<file path="src/ptm_defines.vh">
// constants for the periodic timer: register map, field positions, mode codes
`ifndef PTM_DEFINES_VH
`define PTM_DEFINES_VH
// ----------------------------------------------------------------------------
// register byte offsets
// ----------------------------------------------------------------------------
`define PTM_OFS_CTRL0 8'h00
`define PTM_OFS_CTRL1 8'h04
`define PTM_OFS_COUNT 8'h08
`define PTM_OFS_CMPA 8'h0c
`define PTM_OFS_CMPP 8'h10
`define PTM_OFS_FLAGS 8'h14
// ----------------------------------------------------------------------------
// control 0 fields
// ----------------------------------------------------------------------------
`define PTM_C0_RUN 3
// ----------------------------------------------------------------------------
// control 1 fields
// ----------------------------------------------------------------------------
`define PTM_C1_MODE_HI 7
`define PTM_C1_MODE_LO 6
`define PTM_C1_PIN_HI 5
`define PTM_C1_PIN_LO 4
`define PTM_C1_INIT 3
`define PTM_C1_INV 2
`define PTM_C1_CAPSRC 1
`define PTM_C1_CLRSEL 0
// ----------------------------------------------------------------------------
// flag register fields, write one to clear
// ----------------------------------------------------------------------------
`define PTM_FL_MATCHA 0
`define PTM_FL_MATCHP 1
// ----------------------------------------------------------------------------
// mode and pin-function codes
// ----------------------------------------------------------------------------
`define PTM_MODE_CMP 2'h0
`define PTM_MODE_CAP 2'h1
`define PTM_MODE_PWM 2'h2
`define PTM_MODE_TMR 2'h3
`define PTM_PF_00 2'h0
`define PTM_PF_01 2'h1
`define PTM_PF_10 2'h2
`define PTM_PF_11 2'h3
// ----------------------------------------------------------------------------
// bus answers, reset values and counter maximum
// ----------------------------------------------------------------------------
`define PTM_RESP_OKAY 2'h0
`define PTM_RESP_SLVERR 2'h2
`define PTM_CTRL_RST 8'h00
`define PTM_CNT_MAX 10'h3ff
`endif

</file>
<file path="src/ptm_timer.v">
// periodic timer with compare, pwm, single pulse and capture modes, axi4-lite slave
//
// Functional notes
// - mode field: 00 compare, 11 timer, 10 pwm/pulse, 01 capture.
// - compare, clear-select low: clear on P match or overflow; both flags raised.
// - compare, clear-select high: clear on A match; only A flag raised.
// - compare A value zero: with clear-select high, counter overflows at 3ff, no A flag.
// - compare mode pin changes only on A match or run rising, never on P match.
// - A match drives pin high, low or toggles per pin function; 00 no change.
// - run rising in compare mode loads the pin with initial level.
// - timer mode counts like compare mode but leaves pin undriven.
// - pwm ignores clear-select; P match sets period, A sets duty.
// - pwm period equals P value 1..1023; zero gives 1024 counts.
// - A value at or above period gives 100 percent duty.
// - pwm raises A flag on A match and P flag on P match.
// - pwm: initial level sets polarity, pin function enables/forces, invert reverses.
// - pwm counting continues while pin function forces a fixed level.
// - single pulse is mode 10 with pin function 11; run rising starts pulse.
// - single pulse: active clock-pin edge sets run automatically.
// - single pulse: A match clears run, ends pulse, flags; software clear ends too.
// - single pulse counter zeroes only on run rising; P and clear-select unused.
// - capture source from io pin or clock pin; edge chosen by pin function.
// - active capture edge latches counter into A value and flags; counter runs on.
// - capture mode P match zeroes counter and flags.
// - capture pin function 11 disables capture; counter keeps running.
// - run rising zeroes counter; run falling holds value.
// - compare pin function: 00 none, 01 low, 10 high, 11 toggle.
// - capture pin function: 00 rising, 01 falling, 10 both, 11 disabled.
`timescale 1ns/1ps
`include "ptm_defines.vh"

module ptm_timer #(
  parameter CNT_W = 10,
  parameter TICK_DIV = 4
) (
  // clock and reset
  input wire core_clk,
  input wire nrst,
  // axi4-lite write address
  input wire [7:0] s_axi_awaddr,
  input wire s_axi_awvalid,
  output wire s_axi_awready,
  // axi4-lite write data
  input wire [31:0] s_axi_wdata,
  input wire [3:0] s_axi_wstrb,
  input wire s_axi_wvalid,
  output wire s_axi_wready,
  // axi4-lite write response
  output reg [1:0] s_axi_bresp,
  output reg s_axi_bvalid,
  input wire s_axi_bready,
  // axi4-lite read address
  input wire [7:0] s_axi_araddr,
  input wire s_axi_arvalid,
  output wire s_axi_arready,
  // axi4-lite read data
  output reg [31:0] s_axi_rdata,
  output reg [1:0] s_axi_rresp,
  output reg s_axi_rvalid,
  input wire s_axi_rready,
  // timer pins
  input wire timerIoPinIn,
  input wire timerClockPin,
  output reg timerIoPinOut,
  output reg timerIoPinOe,
  // flags for the interrupt controller
  output wire matchAFlag,
  output wire matchPFlag
);

  // --------------------------------------------------------------------------
  // reset release and pin synchronisers
  // --------------------------------------------------------------------------
  reg [1:0] rstSync_reg;
  wire rstN = rstSync_reg[1];
  always @(posedge core_clk or negedge nrst) begin
    if (!nrst)
      rstSync_reg <= 2'h0;
    else
      rstSync_reg <= {rstSync_reg[0], 1'b1};
  end

  reg [1:0] ioSync_reg;
  reg [1:0] ckSync_reg;
  reg ioLast_reg;
  reg ckLast_reg;
  always @(posedge core_clk or negedge rstN) begin
    if (!rstN) begin
      ioSync_reg <= 2'h0;
      ckSync_reg <= 2'h0;
      ioLast_reg <= 1'b0;
      ckLast_reg <= 1'b0;
    end else begin
      ioSync_reg <= {ioSync_reg[0], timerIoPinIn};
      ckSync_reg <= {ckSync_reg[0], timerClockPin};
      ioLast_reg <= ioSync_reg[1];
      ckLast_reg <= ckSync_reg[1];
    end
  end

  // --------------------------------------------------------------------------
  // count tick divider
  // --------------------------------------------------------------------------
  reg [15:0] divCnt_reg;
  wire tick = (divCnt_reg == TICK_DIV - 1);
  always @(posedge core_clk or negedge rstN) begin
    if (!rstN)
      divCnt_reg <= 16'h0000;
    else if (tick)
      divCnt_reg <= 16'h0000;
    else
      divCnt_reg <= divCnt_reg + 16'h0001;
  end

  // --------------------------------------------------------------------------
  // registers
  // --------------------------------------------------------------------------
  reg runSw_reg;
  reg [7:0] ctrl1_reg;
  reg [CNT_W-1:0] cmpA_reg;
  reg [CNT_W-1:0] cmpP_reg;
  reg [CNT_W-1:0] count_reg;
  reg flagA_reg;
  reg flagP_reg;
  reg runLast_reg;

  wire [1:0] mode = {ctrl1_reg[`PTM_C1_MODE_HI], ctrl1_reg[`PTM_C1_MODE_LO]};
  wire [1:0] pinFn = {ctrl1_reg[`PTM_C1_PIN_HI], ctrl1_reg[`PTM_C1_PIN_LO]};
  wire initLevel = ctrl1_reg[`PTM_C1_INIT];
  wire outInvert = ctrl1_reg[`PTM_C1_INV];
  wire capSrc = ctrl1_reg[`PTM_C1_CAPSRC];
  wire clrSel = ctrl1_reg[`PTM_C1_CLRSEL];

  wire modeCmp = (mode == `PTM_MODE_CMP) || (mode == `PTM_MODE_TMR);
  wire modePwm = (mode == `PTM_MODE_PWM) && (pinFn != `PTM_PF_11);
  wire modePulse = (mode == `PTM_MODE_PWM) && (pinFn == `PTM_PF_11);
  wire modeCap = (mode == `PTM_MODE_CAP);

  // --------------------------------------------------------------------------
  // axi4-lite slave: one write and one read at a time
  // --------------------------------------------------------------------------
  reg awHeld_reg;
  reg wHeld_reg;
  reg [7:0] awAddr_reg;
  reg [31:0] wData_reg;
  reg [3:0] wStrb_reg;
  assign s_axi_awready = !awHeld_reg && !s_axi_bvalid;
  assign s_axi_wready = !wHeld_reg && !s_axi_bvalid;
  assign s_axi_arready = !s_axi_rvalid;
  wire wrGo = awHeld_reg && wHeld_reg;
  wire wrLane0 = wrGo && wStrb_reg[0];
  wire wrLane1 = wrGo && wStrb_reg[1];
  wire wrMapped = (awAddr_reg == `PTM_OFS_CTRL0) || (awAddr_reg == `PTM_OFS_CTRL1) ||
                  (awAddr_reg == `PTM_OFS_COUNT) || (awAddr_reg == `PTM_OFS_CMPA) ||
                  (awAddr_reg == `PTM_OFS_CMPP) || (awAddr_reg == `PTM_OFS_FLAGS);

  always @(posedge core_clk or negedge rstN) begin
    if (!rstN) begin
      awHeld_reg <= 1'b0;
      wHeld_reg <= 1'b0;
      awAddr_reg <= 8'h00;
      wData_reg <= 32'h00000000;
      wStrb_reg <= 4'h0;
      s_axi_bvalid <= 1'b0;
      s_axi_bresp <= `PTM_RESP_OKAY;
    end else begin
      if (s_axi_awvalid && s_axi_awready) begin
        awHeld_reg <= 1'b1;
        awAddr_reg <= s_axi_awaddr;
      end
      if (s_axi_wvalid && s_axi_wready) begin
        wHeld_reg <= 1'b1;
        wData_reg <= s_axi_wdata;
        wStrb_reg <= s_axi_wstrb;
      end
      if (wrGo) begin
        awHeld_reg <= 1'b0;
        wHeld_reg <= 1'b0;
        s_axi_bvalid <= 1'b1;
        s_axi_bresp <= wrMapped ? `PTM_RESP_OKAY : `PTM_RESP_SLVERR;
      end else if (s_axi_bvalid && s_axi_bready) begin
        s_axi_bvalid <= 1'b0;
      end
    end
  end

  reg [31:0] rdMux;
  reg rdOk;
  always @* begin
    rdMux = 32'h00000000;
    rdOk = 1'b1;
    case (s_axi_araddr)
      `PTM_OFS_CTRL0: rdMux[`PTM_C0_RUN] = runSw_reg;
      `PTM_OFS_CTRL1: rdMux[7:0] = ctrl1_reg;
      `PTM_OFS_COUNT: rdMux[CNT_W-1:0] = count_reg;
      `PTM_OFS_CMPA: rdMux[CNT_W-1:0] = cmpA_reg;
      `PTM_OFS_CMPP: rdMux[CNT_W-1:0] = cmpP_reg;
      `PTM_OFS_FLAGS: rdMux[1:0] = {flagP_reg, flagA_reg};
      default: rdOk = 1'b0;
    endcase
  end

  always @(posedge core_clk or negedge rstN) begin
    if (!rstN) begin
      s_axi_rvalid <= 1'b0;
      s_axi_rdata <= 32'h00000000;
      s_axi_rresp <= `PTM_RESP_OKAY;
    end else if (s_axi_arvalid && s_axi_arready) begin
      s_axi_rvalid <= 1'b1;
      s_axi_rdata <= rdMux;
      s_axi_rresp <= rdOk ? `PTM_RESP_OKAY : `PTM_RESP_SLVERR;
    end else if (s_axi_rvalid && s_axi_rready) begin
      s_axi_rvalid <= 1'b0;
    end
  end

  // --------------------------------------------------------------------------
  // match and edge detection
  // --------------------------------------------------------------------------
  wire pZero = (cmpP_reg == {CNT_W{1'b0}});
  wire aZero = (cmpA_reg == {CNT_W{1'b0}});
  wire atMax = (count_reg == {CNT_W{1'b1}});
  // compare against the next count so match and clear happen on the same tick
  wire [CNT_W-1:0] cntInc = count_reg + {{(CNT_W-1){1'b0}}, 1'b1};
  wire counting = runSw_reg && runLast_reg && tick;
  wire hitP = counting && (pZero ? atMax : (cntInc == cmpP_reg));
  wire hitA = counting && !aZero && (cntInc == cmpA_reg);

  wire capSel = capSrc ? ckSync_reg[1] : ioSync_reg[1];
  wire capPrev = capSrc ? ckLast_reg : ioLast_reg;
  wire capRise = capSel && !capPrev;
  wire capFall = !capSel && capPrev;
  reg capHit;
  always @* begin
    case (pinFn)
      `PTM_PF_00: capHit = capRise;
      `PTM_PF_01: capHit = capFall;
      `PTM_PF_10: capHit = capRise || capFall;
      default: capHit = 1'b0;
    endcase
  end
  wire capture = modeCap && runSw_reg && capHit;
  // an active edge on the clock pin is taken as its rising edge
  wire pulseTrig = modePulse && ckSync_reg[1] && !ckLast_reg && !runSw_reg;

  // events per mode
  wire evA = (modeCmp || modePwm || modePulse) && hitA;
  wire evP = ((modeCmp && !clrSel) || modePwm || modeCap) && hitP;
  wire capFlag = capture;

  // --------------------------------------------------------------------------
  // run bit, counter and compare registers
  // --------------------------------------------------------------------------
  wire runSet = (wrLane0 && awAddr_reg == `PTM_OFS_CTRL0) ? wData_reg[`PTM_C0_RUN] : runSw_reg;
  wire runNext = pulseTrig ? 1'b1 : ((modePulse && evA) ? 1'b0 : runSet);
  wire runRise = runSw_reg && !runLast_reg;

  always @(posedge core_clk or negedge rstN) begin
    if (!rstN) begin
      runSw_reg <= 1'b0;
      runLast_reg <= 1'b0;
      ctrl1_reg <= `PTM_CTRL_RST;
      cmpA_reg <= {CNT_W{1'b0}};
      cmpP_reg <= {CNT_W{1'b0}};
      count_reg <= {CNT_W{1'b0}};
    end else begin
      runSw_reg <= runNext;
      runLast_reg <= runSw_reg;
      if (wrLane0 && awAddr_reg == `PTM_OFS_CTRL1)
        ctrl1_reg <= wData_reg[7:0];
      if (wrGo && awAddr_reg == `PTM_OFS_CMPP) begin
        if (wStrb_reg[0])
          cmpP_reg[7:0] <= wData_reg[7:0];
        if (wStrb_reg[1])
          cmpP_reg[CNT_W-1:8] <= wData_reg[CNT_W-1:8];
      end
      if (capture) begin
        cmpA_reg <= count_reg;
      end else if (wrGo && awAddr_reg == `PTM_OFS_CMPA) begin
        if (wStrb_reg[0])
          cmpA_reg[7:0] <= wData_reg[7:0];
        if (wStrb_reg[1])
          cmpA_reg[CNT_W-1:8] <= wData_reg[CNT_W-1:8];
      end
      if (runRise)
        count_reg <= {CNT_W{1'b0}};
      else if (counting) begin
        if ((modeCmp && !clrSel && hitP) || ((modePwm || modeCap) && hitP))
          count_reg <= {CNT_W{1'b0}};
        else if (modeCmp && clrSel && hitA)
          count_reg <= {CNT_W{1'b0}};
        else if (modePulse && hitA)
          count_reg <= count_reg;
        else
          count_reg <= cntInc;
      end
    end
  end

  // --------------------------------------------------------------------------
  // flags: hardware set wins over write-one clear
  // --------------------------------------------------------------------------
  wire clrFlags = wrLane0 && awAddr_reg == `PTM_OFS_FLAGS;
  always @(posedge core_clk or negedge rstN) begin
    if (!rstN) begin
      flagA_reg <= 1'b0;
      flagP_reg <= 1'b0;
    end else begin
      if (evA || capFlag)
        flagA_reg <= 1'b1;
      else if (clrFlags && wData_reg[`PTM_FL_MATCHA])
        flagA_reg <= 1'b0;
      if (evP)
        flagP_reg <= 1'b1;
      else if (clrFlags && wData_reg[`PTM_FL_MATCHP])
        flagP_reg <= 1'b0;
    end
  end
  assign matchAFlag = flagA_reg;
  assign matchPFlag = flagP_reg;

  // --------------------------------------------------------------------------
  // output pin
  // --------------------------------------------------------------------------
  reg cmpLevel_reg;
  reg pwmActive_reg;
  reg cmpLevelNext;
  always @* begin
    cmpLevelNext = cmpLevel_reg;
    if (runRise)
      cmpLevelNext = initLevel;
    else if (evA) begin
      case (pinFn)
        `PTM_PF_01: cmpLevelNext = 1'b0;
        `PTM_PF_10: cmpLevelNext = 1'b1;
        `PTM_PF_11: cmpLevelNext = !cmpLevel_reg;
        default: cmpLevelNext = cmpLevel_reg;
      endcase
    end
  end

  // pwm active from period start until duty count; duty >= period stays active
  wire dutyFull = pZero ? 1'b0 : (cmpA_reg >= cmpP_reg);
  reg pwmNext;
  always @* begin
    pwmNext = pwmActive_reg;
    if (runRise || (modePwm && hitP))
      pwmNext = !aZero;
    else if (modePwm && hitA && !dutyFull)
      pwmNext = 1'b0;
  end

  reg pinNext;
  always @* begin
    pinNext = 1'b0;
    if (modeCmp)
      pinNext = cmpLevelNext;
    else if (modePulse)
      pinNext = (runNext ? initLevel : !initLevel) ^ outInvert;
    else if (modePwm) begin
      case (pinFn)
        `PTM_PF_00: pinNext = !initLevel ^ outInvert;
        `PTM_PF_01: pinNext = initLevel ^ outInvert;
        default: pinNext = (pwmNext ? initLevel : !initLevel) ^ outInvert;
      endcase
    end
  end

  always @(posedge core_clk or negedge rstN) begin
    if (!rstN) begin
      cmpLevel_reg <= 1'b0;
      pwmActive_reg <= 1'b0;
      timerIoPinOut <= 1'b0;
      timerIoPinOe <= 1'b0;
    end else begin
      cmpLevel_reg <= cmpLevelNext;
      pwmActive_reg <= pwmNext;
      timerIoPinOut <= pinNext;
      timerIoPinOe <= (mode == `PTM_MODE_CMP) || (mode == `PTM_MODE_PWM);
    end
  end

endmodule // ptm_timer

</file>
<file path="config.mk">
export PLATFORM = sky130hd
export DESIGN_NAME = ptm_timer
export DESIGN_NICKNAME = d
export VERILOG_FILES = /design/src/ptm_timer.v
export VERILOG_INCLUDE_DIRS = /design/src
export SDC_FILE = /design/constraint.sdc
export NUM_CORES = 1
export LEC_CHECK = 0
export BUFFER_PORTS_ARGS = -buffer_cell sky130_fd_sc_hd__buf_2
export CORE_ASPECT_RATIO = 1.5
export CORE_MARGIN = 5
export CORE_UTILIZATION = 57
export DETAILED_ROUTE_END_ITERATION = 16
export PLACE_DENSITY = 0.84
export SLEW_MARGIN = 20
export SYNTH_ARGS = -nofsm -noshare
export SYNTH_HDL_FRONTEND = slang
export SYNTH_SLANG_ARGS = --single-unit
</file>
<file path="constraint.sdc">
create_clock -name core_clk -period 4.55 [get_ports core_clk]
set_input_delay 0.2275 -clock core_clk [delete_from_list [all_inputs] [get_ports core_clk]]
set_output_delay 0.2275 -clock core_clk [all_outputs]
set_load 0.01 [all_outputs]
</file>
==> results of run 1 <==
## area by class of cell
type | instances | area (um^2)
multi-input cells | 497 | 3390
well taps | 147 | 184
inverters | 34 | 128
flip-flops and latches | 106 | 2660
fillers | 897 | 3990
clock buffers | 9 | 225
clock inverters | 7 | 86.3
repair buffers | 64 | 345
## final timing paths
kind | from | to | cells after the start
worst max-delay path | count_reg[2]$_DFFE_PN0P_ | count_reg[6]$_DFFE_PN0P_ | 8
worst min-delay path | s_axi_rready | s_axi_rvalid$_DFFE_PN0P_ | 2
worst max register to register | count_reg[2]$_DFFE_PN0P_ | count_reg[6]$_DFFE_PN0P_ | 8
worst min register to register | rstSync_reg[1]$_DFF_PN0_ | wData_reg[7]$_DFFE_PN0P_ | 0
min in group asynchronous | nrst | rstSync_reg[1]$_DFF_PN0_ | 2
max in group asynchronous | rstSync_reg[1]$_DFF_PN0_ | count_reg[9]$_DFFE_PN0P_ | 1
## cells by family after synthesis
logic type / Yosys count
XOR/XNOR: 37
buffers and inverters: 90
adder cells (fa/ha/maj): 19
flip-flops: 106
other: 2
multiplexers: 50
AND/OR/NAND/NOR: 228
AO/OA/AOI/OAI: 138
## critical path: cells and delay by family (launching register included)
family             cells  cell delay [ns]
and+or+nand+nor        3             1.04
AOI/OAI and AO/OA      5             1.67
DFF                    1             0.67
## power by group through the flow
| stage | clock, uW | sequential (uW) | combinational [uW] |
|---|---|---|---|
| after floorplan | 0 | 1280 | 721 |
| after global placement | 0 | 1400 | 857 |
| after detailed placement | 0 | 1410 | 890 |
| after CTS | 820 | 1400 | 899 |
| after global routing | 867 | 1430 | 995 |
| final | 809 | 1410 | 907 |
## metal layers
layer | vias up | wire (um) | part of all wire (%) | track usage [%]
li1 | 2448 | - | - | -
met3 | 67 | 921 | 5.2 | 4.48
met4 | 0 | 1160 | 6.6 | 15.8
met1 | 2649 | 6610 | 38 | 32.0
met2 | 232 | 8870 | 51 | 45.2
met5 | - | 0 | 0 | 0
## layout by cell type, fill, tap and decap left out, types with 4 or more instances in the layout
cell type | netlist | final
inv_1 | 34 | 34
and2_1 | 9 | 9
nand3_1 | 22 | 22
a31oi_1 | 7 | 6
and4_1 | 7 | 7
nor4_1 | 15 | 15
buf_2 | 5 | 57
mux2_2 | 37 | 37
nand2b_1 | 6 | 6
nor2b_1 | 11 | 11
xor2_1 | 8 | 8
a211o_1 | 4 | 4
o211ai_1 | 7 | 7
xnor2_1 | 26 | 26
nand2_1 | 54 | 54
buf_4 | 25 | 4
dfrtp_1 | 106 | 105
a211oi_1 | 4 | 4
mux2i_1 | 13 | 13
o21ai_0 | 39 | 39
clkbuf_16 | 0 | 9
a22o_1 | 6 | 6
o21ai_1 | 9 | 9
a222oi_1 | 5 | 5
a221oi_1 | 4 | 4
and3_1 | 10 | 10
conb_1 | 2 | 25
nor2_1 | 43 | 43
nand4_1 | 10 | 10
ha_1 | 18 | 18
a21oi_1 | 22 | 22
nor3_1 | 11 | 11
or4_1 | 4 | 4
## stage by stage
step | utilization (%) | std cells | total power, uW | cell area [um^2] | worst slack, ns
floorplan | - | 693 | 2010 | 6470 | 1.38
global placement | 60.6 | 845 | 2260 | 6660 | 1.13
detailed placement | 60.6 | 845 | 2310 | 6660 | 1.10
CTS | 63.7 | 864 | 3120 | 7010 | 1.07
global route | 63.8 | 864 | 3300 | 7010 | 0.901
finish | 63.8 | 864 | 3130 | 7010 | 1.04
==> out/metrics.yaml, run 1 <==
status: "finished clean"
tritoncts: "done"
syn_inst: 670
cts.path.max_buffers: 2
maxSlewHeadroom_pct: 43.3
switchingPower_uw: 1200
cts_resized: 0
grt_overflow: 0
synth_top_cells_by_count: "dfrtp_1 (106), nand2_1 (54), nor2_1 (43)"
worst_path_largest_cell_delay_ns: 0.67
crit_slowest_cell: "dfrtp_1"
drv_cap: 0
crit_path_end_kind: "register"
postRouteAntennaNets: 0
yosys_warnings: 0
die_h_um: 140
die_area_um2: 13500
rsz0062_at_grt: "no"
peakVddDrop_mv: 0.370
cts_buffers: 9
largest_reg_flops: 16
path_clk_slew_ns: 0.08
ff2ff_setup_slack_ns: 1.04
synthXorXnorAreaFrac_pct: 5.72
synthAdderAreaFrac_pct: 3.68
initial_core_util_pct: 58.1
gp_congestion: 1.06
cts.sinks: 106
clock_power_share_pct: 25.8
htree_levels: 3
finalSetupTns_ns: 0
synthMuxAreaShare_pct: 8.56
tightest_slew_ns: 0.850
cp_max_fo: 15
synth-edff-count: 0
synth_top_family_by_area: "simple AND/OR/NAND/NOR gates"
yosysTopAreaCell: "dfrtp_1"
worstPathRequired_ns: 4.78
synth_top_cell_area_share_pct: 41.5
p_sw_share_pct: 38.4
synth_compound_area_share_pct: 14.4
grt_max_degree: 57
area_growth_pct: 9.80
cts_root_buf: "clkbuf_16"
dr.first_iter.drc_count: 391
grt_pass1_wl_mm: 27.9
grt_pass1_vias: 5379
grt_use_total_pct: 27.1
num_antenna_cells: 0
combinationalPowerShare_pct: 29.0
power_density_nw_per_um2: 446
start_kind: "register"
syn_area_um2: 6390
fmax_mhz: 285
clock_latency_ns: 0.35
routedWlPerCell_um: 20.3
synth_cell_types: 68
post_cts_buffers: 0
setup_violations: 0
die_width_um: 96.4
via_per_inst: 6.25
power_frac_seq_pct: 45.2
hp-class: "input port to register"
num_vias: 5396
period_needed_ns: 3.51
whs_ns: 0.0546
synth-seq-cells: 106
place_hpwl_mm: 13.1
port_buffers: 57
synthTopCellsByArea: "dfrtp_1 (42%), mux2_2 (6.5%), xnor2_1 (3.6%)"
fin_nets: 791
crit_type: "register to register"
drt-total-wl_mm: 17.6
drt_first_pass_iters: 7
coreArea_um2: 11000
post-synth-top-count-cell: "dfrtp_1"
ys_seq_area_share_pct: 41.5
syn_avg_cell_area_um2: 9.53
ios: 106
hold_viol_final: 0
power_leakage_uw: 0.00316
critPathArrivalTime_ns: 3.73
num_rows: 47
antenna_found_initial: 0
synth_ff_type: "dfrtp_1"
drive_above_1_share_pct: 17.4
path_cells: "nand3_1, o211ai_1, nand4_1, or4_1, o41a_1, o311a_1, o21ai_4, o21ai_1"
slew_viol_final: 0
drc: 0
final.period_utilization_pct: 77.0
cell_internal_pwr_uw: 1930
hold_buffers: 3
synthArstFlopShare_pct: 100
clock-skew-final_ns: 0.00954
yosys.area_share.simple_pct: 19.1
No activity file was read; power rests on OpenSTA's default activity.
==> run 2, diff against run 1 <==
--- a/config.mk
+++ b/config.mk
@@ -6,12 +6,13 @@
 export SDC_FILE = /design/constraint.sdc
 export NUM_CORES = 1
 export LEC_CHECK = 0
+export ABC_AREA = 1
 export BUFFER_PORTS_ARGS = -buffer_cell sky130_fd_sc_hd__buf_2
 export CORE_ASPECT_RATIO = 1.5
 export CORE_MARGIN = 5
-export CORE_UTILIZATION = 57
+export CORE_UTILIZATION = 56
 export DETAILED_ROUTE_END_ITERATION = 16
-export PLACE_DENSITY = 0.84
+export PLACE_DENSITY = 0.83
 export SLEW_MARGIN = 20
 export SYNTH_ARGS = -nofsm -noshare
 export SYNTH_HDL_FRONTEND = slang
==> constraint.sdc (replaced) <==
create_clock -name core_clk -period 3.4 [get_ports core_clk]
set_input_delay 0.17 -clock core_clk [delete_from_list [all_inputs] [get_ports core_clk]]
set_output_delay 0.17 -clock core_clk [all_outputs]
set_load 0.01 [all_outputs]
==> run 2 against run 1 <==
Cell area decreased by 5.2%. Clock skew about the same. Register-to-register slack got worse by 0.45 ns. Largest cell class unchanged.
==> out/metrics.yaml, run 2 <==
num_vias: 5251  # -2.7%
synth_ff_type: "dfrtp_1"
cts.path.max_buffers: 2  # unchanged
finalPower_uw: 4050  # +29%
die_h_um: 136  # -2.6%
cp_max_fo: 9  # -6
hold_viol_final: 0  # unchanged
die_area_um2: 12800  # -5.0%
ff2ff_setup_slack_ns: 0.59  # -0.45 ns
start_kind: "register"
reg2reg_depth: 13  # +5
port_buffers: 57  # unchanged
drv_cap: 0  # unchanged
tritoncts: "done"
area_growth_pct: 12.0
postRouteAntennaNets: 0  # unchanged
crit_path_end_kind: "register"
final_common_cell: "nand2_1"
place_hpwl_mm: 12.2  # -7.1%
slew_viol_final: 0  # unchanged
grt_overflow: 0  # unchanged
via_per_inst: 5.37  # -14%
post_cts_buffers: 0  # unchanged
cts_buffers: 9  # unchanged
htree_levels: 3  # unchanged
gp_congestion: 1.01  # -5.0%
hp-class: "input port to register"
synth-edff-count: 0  # unchanged
synth-seq-cells: 106  # unchanged
maxSlewHeadroom_pct: 48.6  # +5.4 points
syn_inst: 763  # +14%
finalSetupTns_ns: 0  # unchanged
grt_pass1_vias: 5123  # -4.8%
nFillCells: 949  # +5.8%
syn_area_um2: 5930  # -7.1%
cts.sinks: 106  # unchanged
cts_root_buf: "clkbuf_16"
highest_layer: "met4"
r2r-start: "count_reg[1]$_DFFE_PN0P_"
die_width_um: 94.0  # -2.5%
routedWlPerCell_um: 16.3  # -20%
largest_reg_flops: 16  # unchanged
worstPathRequired_ns: 3.64  # -1.14 ns
drt-total-wl_mm: 15.9  # -9.5%
cp-endpoint: "count_reg[4]$_DFFE_PN0P_"
ios: 106  # unchanged
route.met2.wl_mm: 8.31  # -6.3%
num_antenna_cells: 0  # unchanged
crit_type: "register to register"
num_rows: 46  # -2.1%
drive_above_1_share_pct: 12.7  # -4.7 points
fin_nets: 907  # +15%
drc: 0  # unchanged
fmax_mhz: 356  # +25%
grt_use_total_pct: 26.5  # -0.59 points
ys_seq_area_share_pct: 44.7  # +3.2 points
synthArstFlopShare_pct: 100  # unchanged
reg2reg_to: "count_reg[4]$_DFFE_PN0P_"
grt_pass1_wl_mm: 25.7  # -7.9%
final.period_utilization_pct: 82.6  # +5.6 points
finish.utilization_pct: 63.4  # -0.32 points
status: "finished clean"
post-synth-top-count-cell: "nand2_1"
critPathArrivalTime_ns: 3.05  # -0.68 ns
yosysTopAreaCell: "dfrtp_1"
wl_met1_mm: 5.80  # -12%
grt_max_degree: 65  # +14%
peakVddDrop_mv: 0.496  # +34%
wl_met3_um: 819  # -11%
critPathLaunch: "count_reg[1]$_DFFE_PN0P_"
initial_core_util_pct: 56.6  # -1.5 points
synth_top_cell_area_share_pct: 44.7  # +3.2 points
drt_first_pass_iters: 5  # -2
yosys_warnings: 0  # unchanged
path_clk_slew_ns: 0.08  # about the same
coreArea_um2: 10500  # -4.7%
clock-skew-final_ns: 0.00957  # +0.0000336 ns
power_leakage_uw: 0.00325  # +3.0%
synth_top_cells_by_count: "nand2_1 (159), inv_1 (118), dfrtp_1 (106)"
period_needed_ns: 2.81  # -0.697 ns
power_density_nw_per_um2: 610  # +37%
cts_resized: 0  # unchanged
synth_cell_types: 37  # -46%
tightest_slew_ns: 0.768  # -0.0818 ns
clock_latency_ns: 0.36  # about the same
antenna_found_initial: 0  # unchanged
synthTopCellsByArea: "dfrtp_1 (45%), nand2_1 (10%), inv_1 (7.5%)"
dr.first_iter.drc_count: 326  # -17%
setup_violations: 0  # unchanged
syn_avg_cell_area_um2: 7.77  # -18%
final_cell_mix: "nand2_1 (159), inv_1 (118), dfrtp_1 (105)"
rsz0062_at_grt: "no"
-- run 2: routing by layer --
layer  vias to the layer above  track usage [%]
met5                         -                0
met4                         0             16.2
met3                        56             4.04
met2                       192             46.4
met1                      2427             29.7
li1                       2576                -
-- run 2: final cells by class --
class                           count  area (um^2)  area share [%]
Clock buffer                        9          225            3.39
Clock inverter                      7         70.1            1.05
Inverter                          121          454            6.83
Multi-Input combinational cell    525         2690            40.5
Sequential cell                   106         2660            40.0
Tap cell                          144          180            2.71
Timing Repair Buffer               65          370            5.57
-- run 2: repair_timing --
| action | 4_1_cts | 5_1_grt |
|---|---|---|
| hold buffers | 5 | 0 |
| endpoints found under the hold margin | 6 | 0 |
| setup endpoints to repair | 0 | 0 |
-- run 2: worst min-delay path by stage --
stage                               start                        end  cells after the start
after CTS                  s_axi_wstrb[1]   wStrb_reg[1]$_DFFE_PN0P_                      2
after global placement               nrst   rstSync_reg[0]$_DFF_PN0_                      1
final                      s_axi_wstrb[1]   wStrb_reg[1]$_DFFE_PN0P_                      2
after detailed placement             nrst   rstSync_reg[0]$_DFF_PN0_                      1
after global routing      s_axi_awaddr[0]  awAddr_reg[0]$_DFFE_PN0P_                      2
after floorplan                      nrst   rstSync_reg[0]$_DFF_PN0_                      0
-- run 2: worst max-delay path, stage by stage, from the launching register on --
cell	delay (ns)
dfrtp_1	0.46
ha_1	0.33
nand2_1	0.14
nor2_2	0.19
nand3_1	0.21
nand2_2	0.15
nand2_1	0.06
nand3_1	0.08
nor2_1	0.04
nand2_1	0.06
nand2_1	0.08
nand3_1	0.17
nand4_2	0.34
o32ai_1	0.39
-- run 2: logic make-up (layout without fill, tap and decap cells) --
kind of cell    count (synthesis)  count (layout)  share of synthesized area (%)
flops                         106             106                           44.7
simple gates                  338             338                           24.5
xor+xnor                        9               9                           1.33
other cells                     2              25                          0.127
mux                             7               7                           1.33
fa+ha+maj                      18              18                           3.80
compound gates                128             128                           12.8
buf+inv                       155             202                           11.4
-- run 2: metrics by stage --
step	std cells	hold slack (ns)	setup slack [ns]	area, um^2
final	977	0.0450	0.591	6650
after global routing	977	0.0453	0.420	6650
after CTS	977	0.0391	0.619	6650
after detailed placement	956	-0.0442	0.637	6300
after global placement	956	-0.0446	0.682	6300
after floorplan	786	-0.126	0.229	6020
-- run 2: power by group --
part,switching [uW],total [uW],internal [uW]
Sequential,272,1790,1520
Clock,513,1030,517
Combinational,806,1230,429
